==> src/pgm_params.svh <==
// Offsets, field positions, reset values and timing counts of the gain readback and monitor block.
`ifndef PGM_PARAMS_SVH
`define PGM_PARAMS_SVH

// ----------------------------------------------------------------------------
// Register offsets (register index as printed)
// ----------------------------------------------------------------------------
`define PGM_OFF_CUR_GAIN 12'h0F0
`define PGM_OFF_SPD_GAIN 12'h0F2
`define PGM_OFF_MON_CTRL 12'h0F4

// ----------------------------------------------------------------------------
// Field positions and reset values
// ----------------------------------------------------------------------------
`define PGM_GAIN_INT_MSB 31
`define PGM_GAIN_INT_LSB 16
`define PGM_GAIN_PROP_MSB 15
`define PGM_GAIN_PROP_LSB 0
`define PGM_MON_CFG_MSB 20
`define PGM_GAIN_RST 32'h00000000
`define PGM_MON_CTRL_RST 32'h00110000
`define PGM_MON_RSVD_ZERO 11'h000

// ----------------------------------------------------------------------------
// Number formats of the monitor path
// ----------------------------------------------------------------------------
`define PGM_SCALE_DIV_SHIFT 3
`define PGM_UNI_SHIFT 15
`define PGM_BI_SHIFT 16
`define PGM_DAC_MID 40'sh0000000800
`define PGM_DAC_MAX 40'sh0000000FFF
`define PGM_ENUM_MAX 32'sh0000001F

// ----------------------------------------------------------------------------
// Timing
// ----------------------------------------------------------------------------
`define PGM_CLK_PERIOD_NS 50
`define PGM_REFRESH_NS 10000
`define PGM_REFRESH_CYC (`PGM_REFRESH_NS / `PGM_CLK_PERIOD_NS)
`define PGM_FETCH_TIMEOUT_NS 2000
`define PGM_FETCH_TIMEOUT_CYC (`PGM_FETCH_TIMEOUT_NS / `PGM_CLK_PERIOD_NS)

`endif

==> src/pgm_pkg.sv <==
// Types shared by the gain readback and monitor block.
`default_nettype none
package pgm_pkg;

    // ------------------------------------------------------------------------
    // Register access request from the serial register interface
    // ------------------------------------------------------------------------
    typedef struct packed {
        logic rd_en;
        logic wr_en;
        logic [11:0] addr;
        logic [31:0] wdata;
    } pgm_reg_req_s;

    // ------------------------------------------------------------------------
    // Monitor control fields, laid out exactly as bits 20-0 of the register
    // ------------------------------------------------------------------------
    typedef struct packed {
        logic [3:0] enum_mult;
        logic [3:0] scale;
        logic polarity;
        logic [11:0] var_addr;
    } pgm_mon_cfg_s;

    // ------------------------------------------------------------------------
    // Variable fetch sequencer
    // ------------------------------------------------------------------------
    typedef enum logic [1:0] {
        PGM_FETCH_IDLE,
        PGM_FETCH_REQ,
        PGM_FETCH_WAIT,
        PGM_FETCH_SCALE
    } pgm_fetch_e;

endpackage : pgm_pkg
`default_nettype wire

==> src/pgm_regbank.sv <==
// Gain readback registers and monitor output control, top of the block.
// What this block does
// Current-loop integral gain in use reads in bits 31-16, resets to zero.
// Current-loop proportional gain in use reads in bits 15-0, resets to zero.
// Current gain readbacks use the same scaling as their configuration fields.
// Speed-loop integral gain in use reads in bits 31-16, configuration scaling.
// Speed-loop proportional gain in use reads in bits 15-0, configuration scaling.
// Monitor control bits 11-0 hold the read/write variable address.
// Scale field bits 16-13 multiplies variable by code/8; resets to 8h.
// Scale code zero treats the variable as an enumeration limited to 31.
// Bits 20-17 multiply by two to the field, only with scale zero.
// Polarity bit 12 clear: bipolar, -1pu to 0 V, +1pu to 3 V.
// Polarity bit 12 set: unipolar, 0pu to 0 V, 1pu to 3 V.
// Monitor control resets to 00110000h; bits 31-21 read zero.
// Nonzero scale codes divide by 8, as the scale code table defines; enumeration mode (scale zero) does not.
`timescale 1ns/10ps
`default_nettype none
`include "pgm_params.svh"

module pgm_regbank (
    input wire logic clk_sys,
    input wire logic srst,
    input wire pgm_pkg::pgm_reg_req_s reg_req,
    output logic [31:0] reg_rd_data,
    output logic reg_rd_valid,
    input wire logic gain_update,
    input wire logic [15:0] cur_integral_gain_used,
    input wire logic [15:0] cur_proportional_gain_used,
    input wire logic [15:0] spd_integral_gain_used,
    input wire logic [15:0] spd_proportional_gain_used,
    output logic [11:0] monitor_variable_address,
    output logic var_rd_req,
    input wire logic [31:0] var_rd_data,
    input wire logic var_rd_valid,
    output logic [11:0] monitor_output_pin,
    output logic monitor_out_update,
    output logic monitor_fetch_timeout
);

    // ------------------------------------------------------------------------
    // Constants and helpers
    // ------------------------------------------------------------------------
    localparam logic [7:0] REFRESH_LAST = 8'(`PGM_REFRESH_CYC - 1);
    localparam logic [5:0] TIMEOUT_LAST = 6'(`PGM_FETCH_TIMEOUT_CYC - 1);

    // Address decode is needed by both the read and the write path.
    function automatic logic [1:0] decode_reg(input logic [11:0] addr);
        logic [1:0] sel;
        sel = 2'h0;
        case (addr)
            `PGM_OFF_CUR_GAIN: sel = 2'h1;
            `PGM_OFF_SPD_GAIN: sel = 2'h2;
            `PGM_OFF_MON_CTRL: sel = 2'h3;
            default: sel = 2'h0;
        endcase
        return sel;
    endfunction : decode_reg

    // ------------------------------------------------------------------------
    // Storage
    // ------------------------------------------------------------------------
    logic [31:0] cur_gain_reg;
    logic [31:0] spd_gain_reg;
    pgm_pkg::pgm_mon_cfg_s mon_cfg_reg;
    pgm_pkg::pgm_mon_cfg_s mon_cfg_next;
    pgm_pkg::pgm_mon_cfg_s mon_cfg_rst;
    logic [31:0] mon_ctrl_word;
    logic [1:0] wr_sel;
    logic [1:0] rd_sel;
    logic cfg_write;

    assign mon_cfg_rst = pgm_pkg::pgm_mon_cfg_s'(21'(`PGM_MON_CTRL_RST));
    assign wr_sel = decode_reg(reg_req.addr);
    assign rd_sel = decode_reg(reg_req.addr);
    assign cfg_write = reg_req.wr_en && (wr_sel == 2'h3);

    // ------------------------------------------------------------------------
    // Gain readback capture
    // ------------------------------------------------------------------------
    // Gains are copied as raw fields with no rescaling, so software compares them
    // bit for bit with the configured values. They only move on gain_update so a
    // register read never sees a pair torn across two loop updates.
    always_ff @(posedge clk_sys) begin
        if (srst) begin
            cur_gain_reg <= `PGM_GAIN_RST;
        end else if (gain_update) begin
            cur_gain_reg[`PGM_GAIN_INT_MSB:`PGM_GAIN_INT_LSB] <= cur_integral_gain_used;
            cur_gain_reg[`PGM_GAIN_PROP_MSB:`PGM_GAIN_PROP_LSB] <= cur_proportional_gain_used;
        end
    end

    // Same raw copy for the speed loop, matching its configuration scaling.
    always_ff @(posedge clk_sys) begin
        if (srst) begin
            spd_gain_reg <= `PGM_GAIN_RST;
        end else if (gain_update) begin
            spd_gain_reg[`PGM_GAIN_INT_MSB:`PGM_GAIN_INT_LSB] <= spd_integral_gain_used;
            spd_gain_reg[`PGM_GAIN_PROP_MSB:`PGM_GAIN_PROP_LSB] <= spd_proportional_gain_used;
        end
    end

    // ------------------------------------------------------------------------
    // Monitor control register
    // ------------------------------------------------------------------------
    // Writes to the readback registers and to unmapped addresses are dropped.
    assign mon_cfg_next = pgm_pkg::pgm_mon_cfg_s'(reg_req.wdata[`PGM_MON_CFG_MSB:0]);

    always_ff @(posedge clk_sys) begin
        if (srst) begin
            mon_cfg_reg <= mon_cfg_rst;
        end else if (cfg_write) begin
            mon_cfg_reg <= mon_cfg_next;
        end
    end

    assign mon_ctrl_word = {`PGM_MON_RSVD_ZERO, mon_cfg_reg};
    assign monitor_variable_address = mon_cfg_reg.var_addr;

    // ------------------------------------------------------------------------
    // Register read path
    // ------------------------------------------------------------------------
    // Read data are registered and valid one cycle after the request; an
    // unmapped address answers with zero so the interface never stalls.
    always_ff @(posedge clk_sys) begin
        if (srst) begin
            reg_rd_data <= 32'h00000000;
        end else if (reg_req.rd_en) begin
            case (rd_sel)
                2'h1: reg_rd_data <= cur_gain_reg;
                2'h2: reg_rd_data <= spd_gain_reg;
                2'h3: reg_rd_data <= mon_ctrl_word;
                default: reg_rd_data <= 32'h00000000;
            endcase
        end
    end

    always_ff @(posedge clk_sys) begin
        if (srst) begin
            reg_rd_valid <= 1'b0;
        end else begin
            reg_rd_valid <= reg_req.rd_en;
        end
    end

    // ------------------------------------------------------------------------
    // Refresh timer
    // ------------------------------------------------------------------------
    logic [7:0] refresh_cnt_reg;
    logic refresh_due_reg;
    logic fetch_start;

    always_ff @(posedge clk_sys) begin
        if (srst) begin
            refresh_cnt_reg <= 8'h00;
        end else if (refresh_cnt_reg == REFRESH_LAST) begin
            refresh_cnt_reg <= 8'h00;
        end else begin
            refresh_cnt_reg <= refresh_cnt_reg + 8'h01;
        end
    end

    // A control write must show on the pin without waiting a whole period, so
    // it raises the same pending flag as the timer. The set wins over the clear.
    always_ff @(posedge clk_sys) begin
        if (srst) begin
            refresh_due_reg <= 1'b1;
        end else if ((refresh_cnt_reg == REFRESH_LAST) || cfg_write) begin
            refresh_due_reg <= 1'b1;
        end else if (fetch_start) begin
            refresh_due_reg <= 1'b0;
        end
    end

    // ------------------------------------------------------------------------
    // Variable fetch sequencer
    // ------------------------------------------------------------------------
    pgm_pkg::pgm_fetch_e fetch_state_reg;
    pgm_pkg::pgm_fetch_e fetch_state_next;
    logic [5:0] wait_cnt_reg;
    logic [31:0] var_value_reg;
    logic scale_start;
    logic wait_expired;

    assign wait_expired = (wait_cnt_reg == TIMEOUT_LAST);
    assign fetch_start = (fetch_state_reg == pgm_pkg::PGM_FETCH_IDLE) && refresh_due_reg;
    assign scale_start = (fetch_state_reg == pgm_pkg::PGM_FETCH_SCALE);

    always_comb begin
        fetch_state_next = fetch_state_reg;
        case (fetch_state_reg)
            pgm_pkg::PGM_FETCH_IDLE: begin
                if (refresh_due_reg) begin
                    fetch_state_next = pgm_pkg::PGM_FETCH_REQ;
                end
            end
            pgm_pkg::PGM_FETCH_REQ: begin
                fetch_state_next = pgm_pkg::PGM_FETCH_WAIT;
            end
            pgm_pkg::PGM_FETCH_WAIT: begin
                if (var_rd_valid) begin
                    fetch_state_next = pgm_pkg::PGM_FETCH_SCALE;
                end else if (wait_expired) begin
                    fetch_state_next = pgm_pkg::PGM_FETCH_IDLE;
                end
            end
            pgm_pkg::PGM_FETCH_SCALE: begin
                fetch_state_next = pgm_pkg::PGM_FETCH_IDLE;
            end
            default: begin
                fetch_state_next = pgm_pkg::PGM_FETCH_IDLE;
            end
        endcase
    end

    always_ff @(posedge clk_sys) begin
        if (srst) begin
            fetch_state_reg <= pgm_pkg::PGM_FETCH_IDLE;
        end else begin
            fetch_state_reg <= fetch_state_next;
        end
    end

    always_ff @(posedge clk_sys) begin
        if (srst) begin
            wait_cnt_reg <= 6'h00;
        end else if (fetch_state_reg == pgm_pkg::PGM_FETCH_WAIT) begin
            wait_cnt_reg <= wait_cnt_reg + 6'h01;
        end else begin
            wait_cnt_reg <= 6'h00;
        end
    end

    // The variable is latched on its valid strobe so the scaler sees a stable word.
    always_ff @(posedge clk_sys) begin
        if (srst) begin
            var_value_reg <= 32'h00000000;
        end else if ((fetch_state_reg == pgm_pkg::PGM_FETCH_WAIT) && var_rd_valid) begin
            var_value_reg <= var_rd_data;
        end
    end

    assign var_rd_req = (fetch_state_reg == pgm_pkg::PGM_FETCH_REQ);

    // A missing answer leaves the last code on the pin; only a pulse reports it.
    always_ff @(posedge clk_sys) begin
        if (srst) begin
            monitor_fetch_timeout <= 1'b0;
        end else begin
            monitor_fetch_timeout <= (fetch_state_reg == pgm_pkg::PGM_FETCH_WAIT)
                && !var_rd_valid && wait_expired;
        end
    end

    // ------------------------------------------------------------------------
    // Scaling and output code
    // ------------------------------------------------------------------------
    // The configuration is read live at scale time, so a write that lands
    // during a fetch is used at once and the pending flag re-runs the fetch.
    pgm_monitor_scaler u_scaler (
        .clk_sys(clk_sys),
        .srst(srst),
        .start(scale_start),
        .cfg(mon_cfg_reg),
        .var_value(var_value_reg),
        .code(monitor_output_pin),
        .done(monitor_out_update)
    );

endmodule : pgm_regbank
`default_nettype wire

==> src/pgm_monitor_scaler.sv <==
// Scaling of one algorithm variable into a monitor output code.
`timescale 1ns/10ps
`default_nettype none
`include "pgm_params.svh"

module pgm_monitor_scaler (
    input wire logic clk_sys,
    input wire logic srst,
    input wire logic start,
    input wire pgm_pkg::pgm_mon_cfg_s cfg,
    input wire logic [31:0] var_value,
    output logic [11:0] code,
    output logic done
);

    // ------------------------------------------------------------------------
    // Helpers
    // ------------------------------------------------------------------------
    // Saturation keeps an overdriven variable pinned at a rail instead of wrapping.
    function automatic logic [11:0] clamp_code(input logic signed [39:0] v);
        logic [11:0] r;
        r = 12'h000;
        if (v < 40'sh0000000000) begin
            r = 12'h000;
        end else if (v > `PGM_DAC_MAX) begin
            r = 12'hFFF;
        end else begin
            r = v[11:0];
        end
        return r;
    endfunction : clamp_code

    logic signed [31:0] var_s;
    logic signed [36:0] frac_prod;
    logic signed [39:0] frac_uni;
    logic signed [39:0] frac_bi;
    logic signed [31:0] enum_val;
    logic signed [39:0] enum_shift;
    logic [11:0] code_next;

    // ------------------------------------------------------------------------
    // Arithmetic
    // ------------------------------------------------------------------------
    assign var_s = var_value;
    assign frac_prod = 37'(var_s) * 37'($signed({1'b0, cfg.scale}));
    // The divide by 8 is folded into the shifts below, so 8h gives unity gain.
    assign frac_uni = 40'(frac_prod >>> `PGM_UNI_SHIFT);
    assign frac_bi = 40'(frac_prod >>> `PGM_BI_SHIFT) + `PGM_DAC_MID;

    always_comb begin
        enum_val = var_s;
        if (var_s > `PGM_ENUM_MAX) begin
            enum_val = `PGM_ENUM_MAX;
        end else if (var_s < 32'sh00000000) begin
            enum_val = 32'sh00000000;
        end
    end

    assign enum_shift = 40'(enum_val) <<< cfg.enum_mult;

    always_comb begin
        code_next = 12'h000;
        if (cfg.scale == 4'h0) begin
            if (cfg.polarity) begin
                code_next = clamp_code(enum_shift);
            end else begin
                code_next = clamp_code(enum_shift + `PGM_DAC_MID);
            end
        end else if (cfg.polarity) begin
            code_next = clamp_code(frac_uni);
        end else begin
            code_next = clamp_code(frac_bi);
        end
    end

    // ------------------------------------------------------------------------
    // Output register
    // ------------------------------------------------------------------------
    always_ff @(posedge clk_sys) begin
        if (srst) begin
            code <= 12'h800;
        end else if (start) begin
            code <= code_next;
        end
    end

    always_ff @(posedge clk_sys) begin
        if (srst) begin
            done <= 1'b0;
        end else begin
            done <= start;
        end
    end

endmodule : pgm_monitor_scaler
`default_nettype wire

==> config.mk <==
export PLATFORM = sky130hd
export DESIGN_NAME = pgm_regbank
export DESIGN_NICKNAME = d
export VERILOG_FILES = /design/src/pgm_pkg.sv /design/src/pgm_regbank.sv /design/src/pgm_monitor_scaler.sv
export VERILOG_INCLUDE_DIRS = /design/src
export SDC_FILE = /design/constraint.sdc
export NUM_CORES = 1
export LEC_CHECK = 0
export BUFFER_PORTS_ARGS = -buffer_cell sky130_fd_sc_hd__buf_2
export CORE_MARGIN = 3
export CORE_UTILIZATION = 48
export CTS_BUF_LIST = sky130_fd_sc_hd__clkbuf_4
export CTS_CLUSTER_SIZE = 14
export DETAILED_ROUTE_END_ITERATION = 7
export PLACE_DENSITY = 0.72
export SYNTH_ARGS = -nofsm -noshare
export SYNTH_HDL_FRONTEND = slang
export SYNTH_SLANG_ARGS = --single-unit
==> constraint.sdc <==
create_clock -name clk_sys -period 5.1 [get_ports clk_sys]
set_input_delay 1.02 -clock clk_sys [delete_from_list [all_inputs] [get_ports clk_sys]]
set_output_delay 1.02 -clock clk_sys [all_outputs]
set_load 0.01 [all_outputs]
==> impl_results.md <==
* Status: finished with violations
* Failing checks: setup timing
* 1st-iter DRT viols at just under 1k
* Max-slew headroom at 0.249
* Root Driver: clkbuf_4
* CP Class: reg -> reg
* Highest clock rate at between 0.15 and 0.2 GHz
* Final #Nets at between 2k and 2.5k
* Crit path capture type: register
* Core Footprint at 27200 sq um
* Routing usage on met3 at 0.0714
* H-Tree Depth at 4
* Setup crit start kind: register
* CTS Buf Count at 17
* Clk buf depth at 2
* Synth Flop Type: dfxtp_1
* Cell Rows at 60
* Worst hold-check path type: reg -> reg
* Die Height at around 170 um
* Dpl cells at roughly 2.3k
* Overall routing resource usage at 0.265
* Seq pwr share at 0.489
* Worst path cell trace: clkbuf_16 > and2_4 > ha_4 > fa_1 > inv_2 > fa_1 > inv_2 > ha_4 > a21o_1 > a31o_1 > a221oi_4 > buf_4 > nand4b_1 > and4_4 > buf_6 > inv_4 > ha_4 > nand2_2 > nor4_4 > a31oi_2 > or3_1 > a32oi_1 > nand2_1
* Post-route ant nets at 0
* Fillcell total at around 2.3k
* Leak at around 0.008 uW
* Max stage delay on crit path at ~550 ps
* Initial antenna violation count at 10
* Post-synthesis sequential area ratio at 0.271
* Sw frac at 0.350
* RSZ-0062 raised after global routing: true
* CP delay by family, top: adder cells
* Mapped cell area at ~13000 sq um
* Combinational Power Share at 0.206
* Layout cell share with drive strength beyond 1 at 0.325
* Most area-hungry cell type in the Yosys netlist: dfxtp_1
* Max Transition Viols Final at 0
* Worst-path clk slew at roughly 220 ps
* I/O Buffers at approximately 190
* Grt total ovfl at 0
* Mapped Cells at around 1.6k
* WL per Instance at 17.4 um
* CP max FO at 6
* CTS tree: done
* Skew final at around 50 ps
* Hold violation total from the final report at 0
* Worst path slowest cell: fa_1
* Area growth from synthesis to layout at 32.5%
* Yosys reg bits at between 150 and 200
* Global-route wire length before repair at between 60000 and 70000 um
* Power density over the cells at about 170 nW/um^2
* Grt met2 use at 0.447
* Final cell count without fillers at approximately 2.4k
* Final worst path period share at 1.03
* Worst IR drop on VDD at 0.000227 V
* Vias/cell at around 5.5
* Tmin final at ~5300 ps
* Clock Sink Count at approximately 180
* Hpwl dp at ~30000 um
* EDFF count, synth at 0
* Final setup margin at -175 ps
* GR Util met1 at 0.331
* Clock share of power at 0.305
* Syn_area_per_cell at between 8 and 9 sq um
* Max-cap violation count at 0
* Psw at ~1100 uW
* Gpl congestion at slightly above 0.9
* DIE AREA at between 20000 and 30000 sq um
* # DRC at 0
* Worst hold slack at 451 ps
* Die Width at 173 um
* Ys Warns at 0
* Via count at approximately 13k
* Cts hold-fix bufs at 0
* Yosys top cell area share at 0.271
* Largest net degree at the start of global routing at between 90 and 100
* Synth cell types at 90
* Largest cells by area after synthesis: dfxtp_1 (27%), fa_1 (9.6%), mux2i_1 (7.2%)
* Count of final setup violators at 12
* GRT Max-Usage Layer: met2
* Drt pass-1 iters at 6
* CP required at ~5600 ps
* Post-synthesis async set-or-reset flop share at 0
* Worst EP arrival at between 5000 and 6000 ps
* Vias in the first global route at around 13k
* I/O Pins at roughly 210
* Routed WL at around 41000 um
* CP bufs+invs at 6
* Initial core utilization at 0.491
* Crit path top cell by count: ha_4
* Worst-margin pin slew at 1110 ps
* Skew-Pair Late Insertion Delay at roughly 600 ps
* Syn nets at around 1.9k
* Cell Int Power at between 1500 and 2000 uW
-- metal layers --
layer  routed length, um  share of wire
met5                  80         0.0019
met1               17200           0.42
met4                1140          0.028
met3                3230          0.078
met2               19800           0.48
-- final timing paths --
path / from / endpoint / slack (ps) / depth (start not counted)
hold reg to reg: refresh_cnt_reg[0]$_SDFF_PP0_ / refresh_cnt_reg[0]$_SDFF_PP0_ / 450 / 1
hold / removal: refresh_cnt_reg[0]$_SDFF_PP0_ / refresh_cnt_reg[0]$_SDFF_PP0_ / 450 / 1
setup reg to reg: mon_cfg_reg[16]$_SDFFE_PP1P_ / u_scaler.code[3]$_SDFFE_PP0P_ / -180 / 23
setup / recovery: mon_cfg_reg[16]$_SDFFE_PP1P_ / u_scaler.code[3]$_SDFFE_PP0P_ / -180 / 23
-- synthesized netlist by cell type (10+ instances only) --
cell type    n
a211oi_1    16
a21o_1      15
a21oi_1    132
a22oi_1     12
and2_1     111
buf_4       13
clkbuf_1    74
dfxtp_1    181
fa_1        64
ha_1        75
inv_1      124
mux2i_1     96
nand2_1    198
nand2b_1    10
nand3_1     24
nand4_1     14
nor2_1     151
nor2b_1     30
nor3_1      14
nor4_1      16
o211ai_1    14
o21ai_0     57
o21ai_1     11
xnor2_1     18
-- kinds of logic after synthesis --
family | Yosys count | share of synthesized area
multiplexers | 97 | 0.0728
XOR/XNOR | 27 | 0.0177
buffers and inverters | 229 | 0.0693
AO/OA/AOI/OAI | 353 | 0.178
AND/OR/NAND/NOR | 615 | 0.225
flip-flops | 181 | 0.271
adder cells (fa/ha/maj) | 139 | 0.166
-- cell type report --
cell class	count	area, sq um	area share
Clock buffer	17	128	0.00721
Tap cell	372	465	0.0263
Inverter	124	468	0.0264
Clock inverter	15	211	0.0119
Multi-Input combinational cell	1232	9840	0.556
Timing Repair Buffer	437	2960	0.167
Sequential cell	181	3630	0.205
Antenna cell	2	5.00	0.000283
-- placed cells by master, fill, tap and decap left out, types with 46 or more instances in the layout --
| cell type | Yosys | final |
|---|---|---|
| a21oi_1 | 132 | 119 |
| and2_1 | 111 | 90 |
| buf_2 | 8 | 192 |
| buf_4 | 13 | 221 |
| dfxtp_1 | 181 | 179 |
| fa_1 | 64 | 63 |
| inv_1 | 124 | 110 |
| mux2i_1 | 96 | 94 |
| nand2_1 | 198 | 194 |
| nor2_1 | 151 | 148 |
| o21ai_0 | 57 | 46 |
-- metrics by stage --
step	util	cell area (sq um)	total power (uW)	setup WS, ps	setup TNS [ps]
global route	0.651	17700	3210	-336	-3640
floorplan	-	13400	1880	-1.66	-2.19
CTS	0.623	16900	3050	-119	-557
detailed placement	0.585	15900	2110	-472	-5250
global placement	0.585	15900	2100	-401	-4370
finish	0.651	17700	3070	-175	-1680
-- power by group through the flow --
stage / registers (uW) / logic, uW / clock network (uW)
6_report: 1500 / 632 / 936
3_5_place_dp: 1530 / 579 / 0
2_1_floorplan: 1520 / 352 / 0
4_1_cts: 1500 / 601 / 950
5_1_grt: 1510 / 698 / 1000
3_3_place_gp: 1530 / 567 / 0
-- what timing repair did --
item / CTS / global route
pin swaps: 39 / 69
setup endpoints to repair: 12 / 12
buffers inserted: 28 / 15
resized for setup: 84 / 118
gates cloned: 1 / 1
No activity file was read; power rests on OpenSTA's default activity.
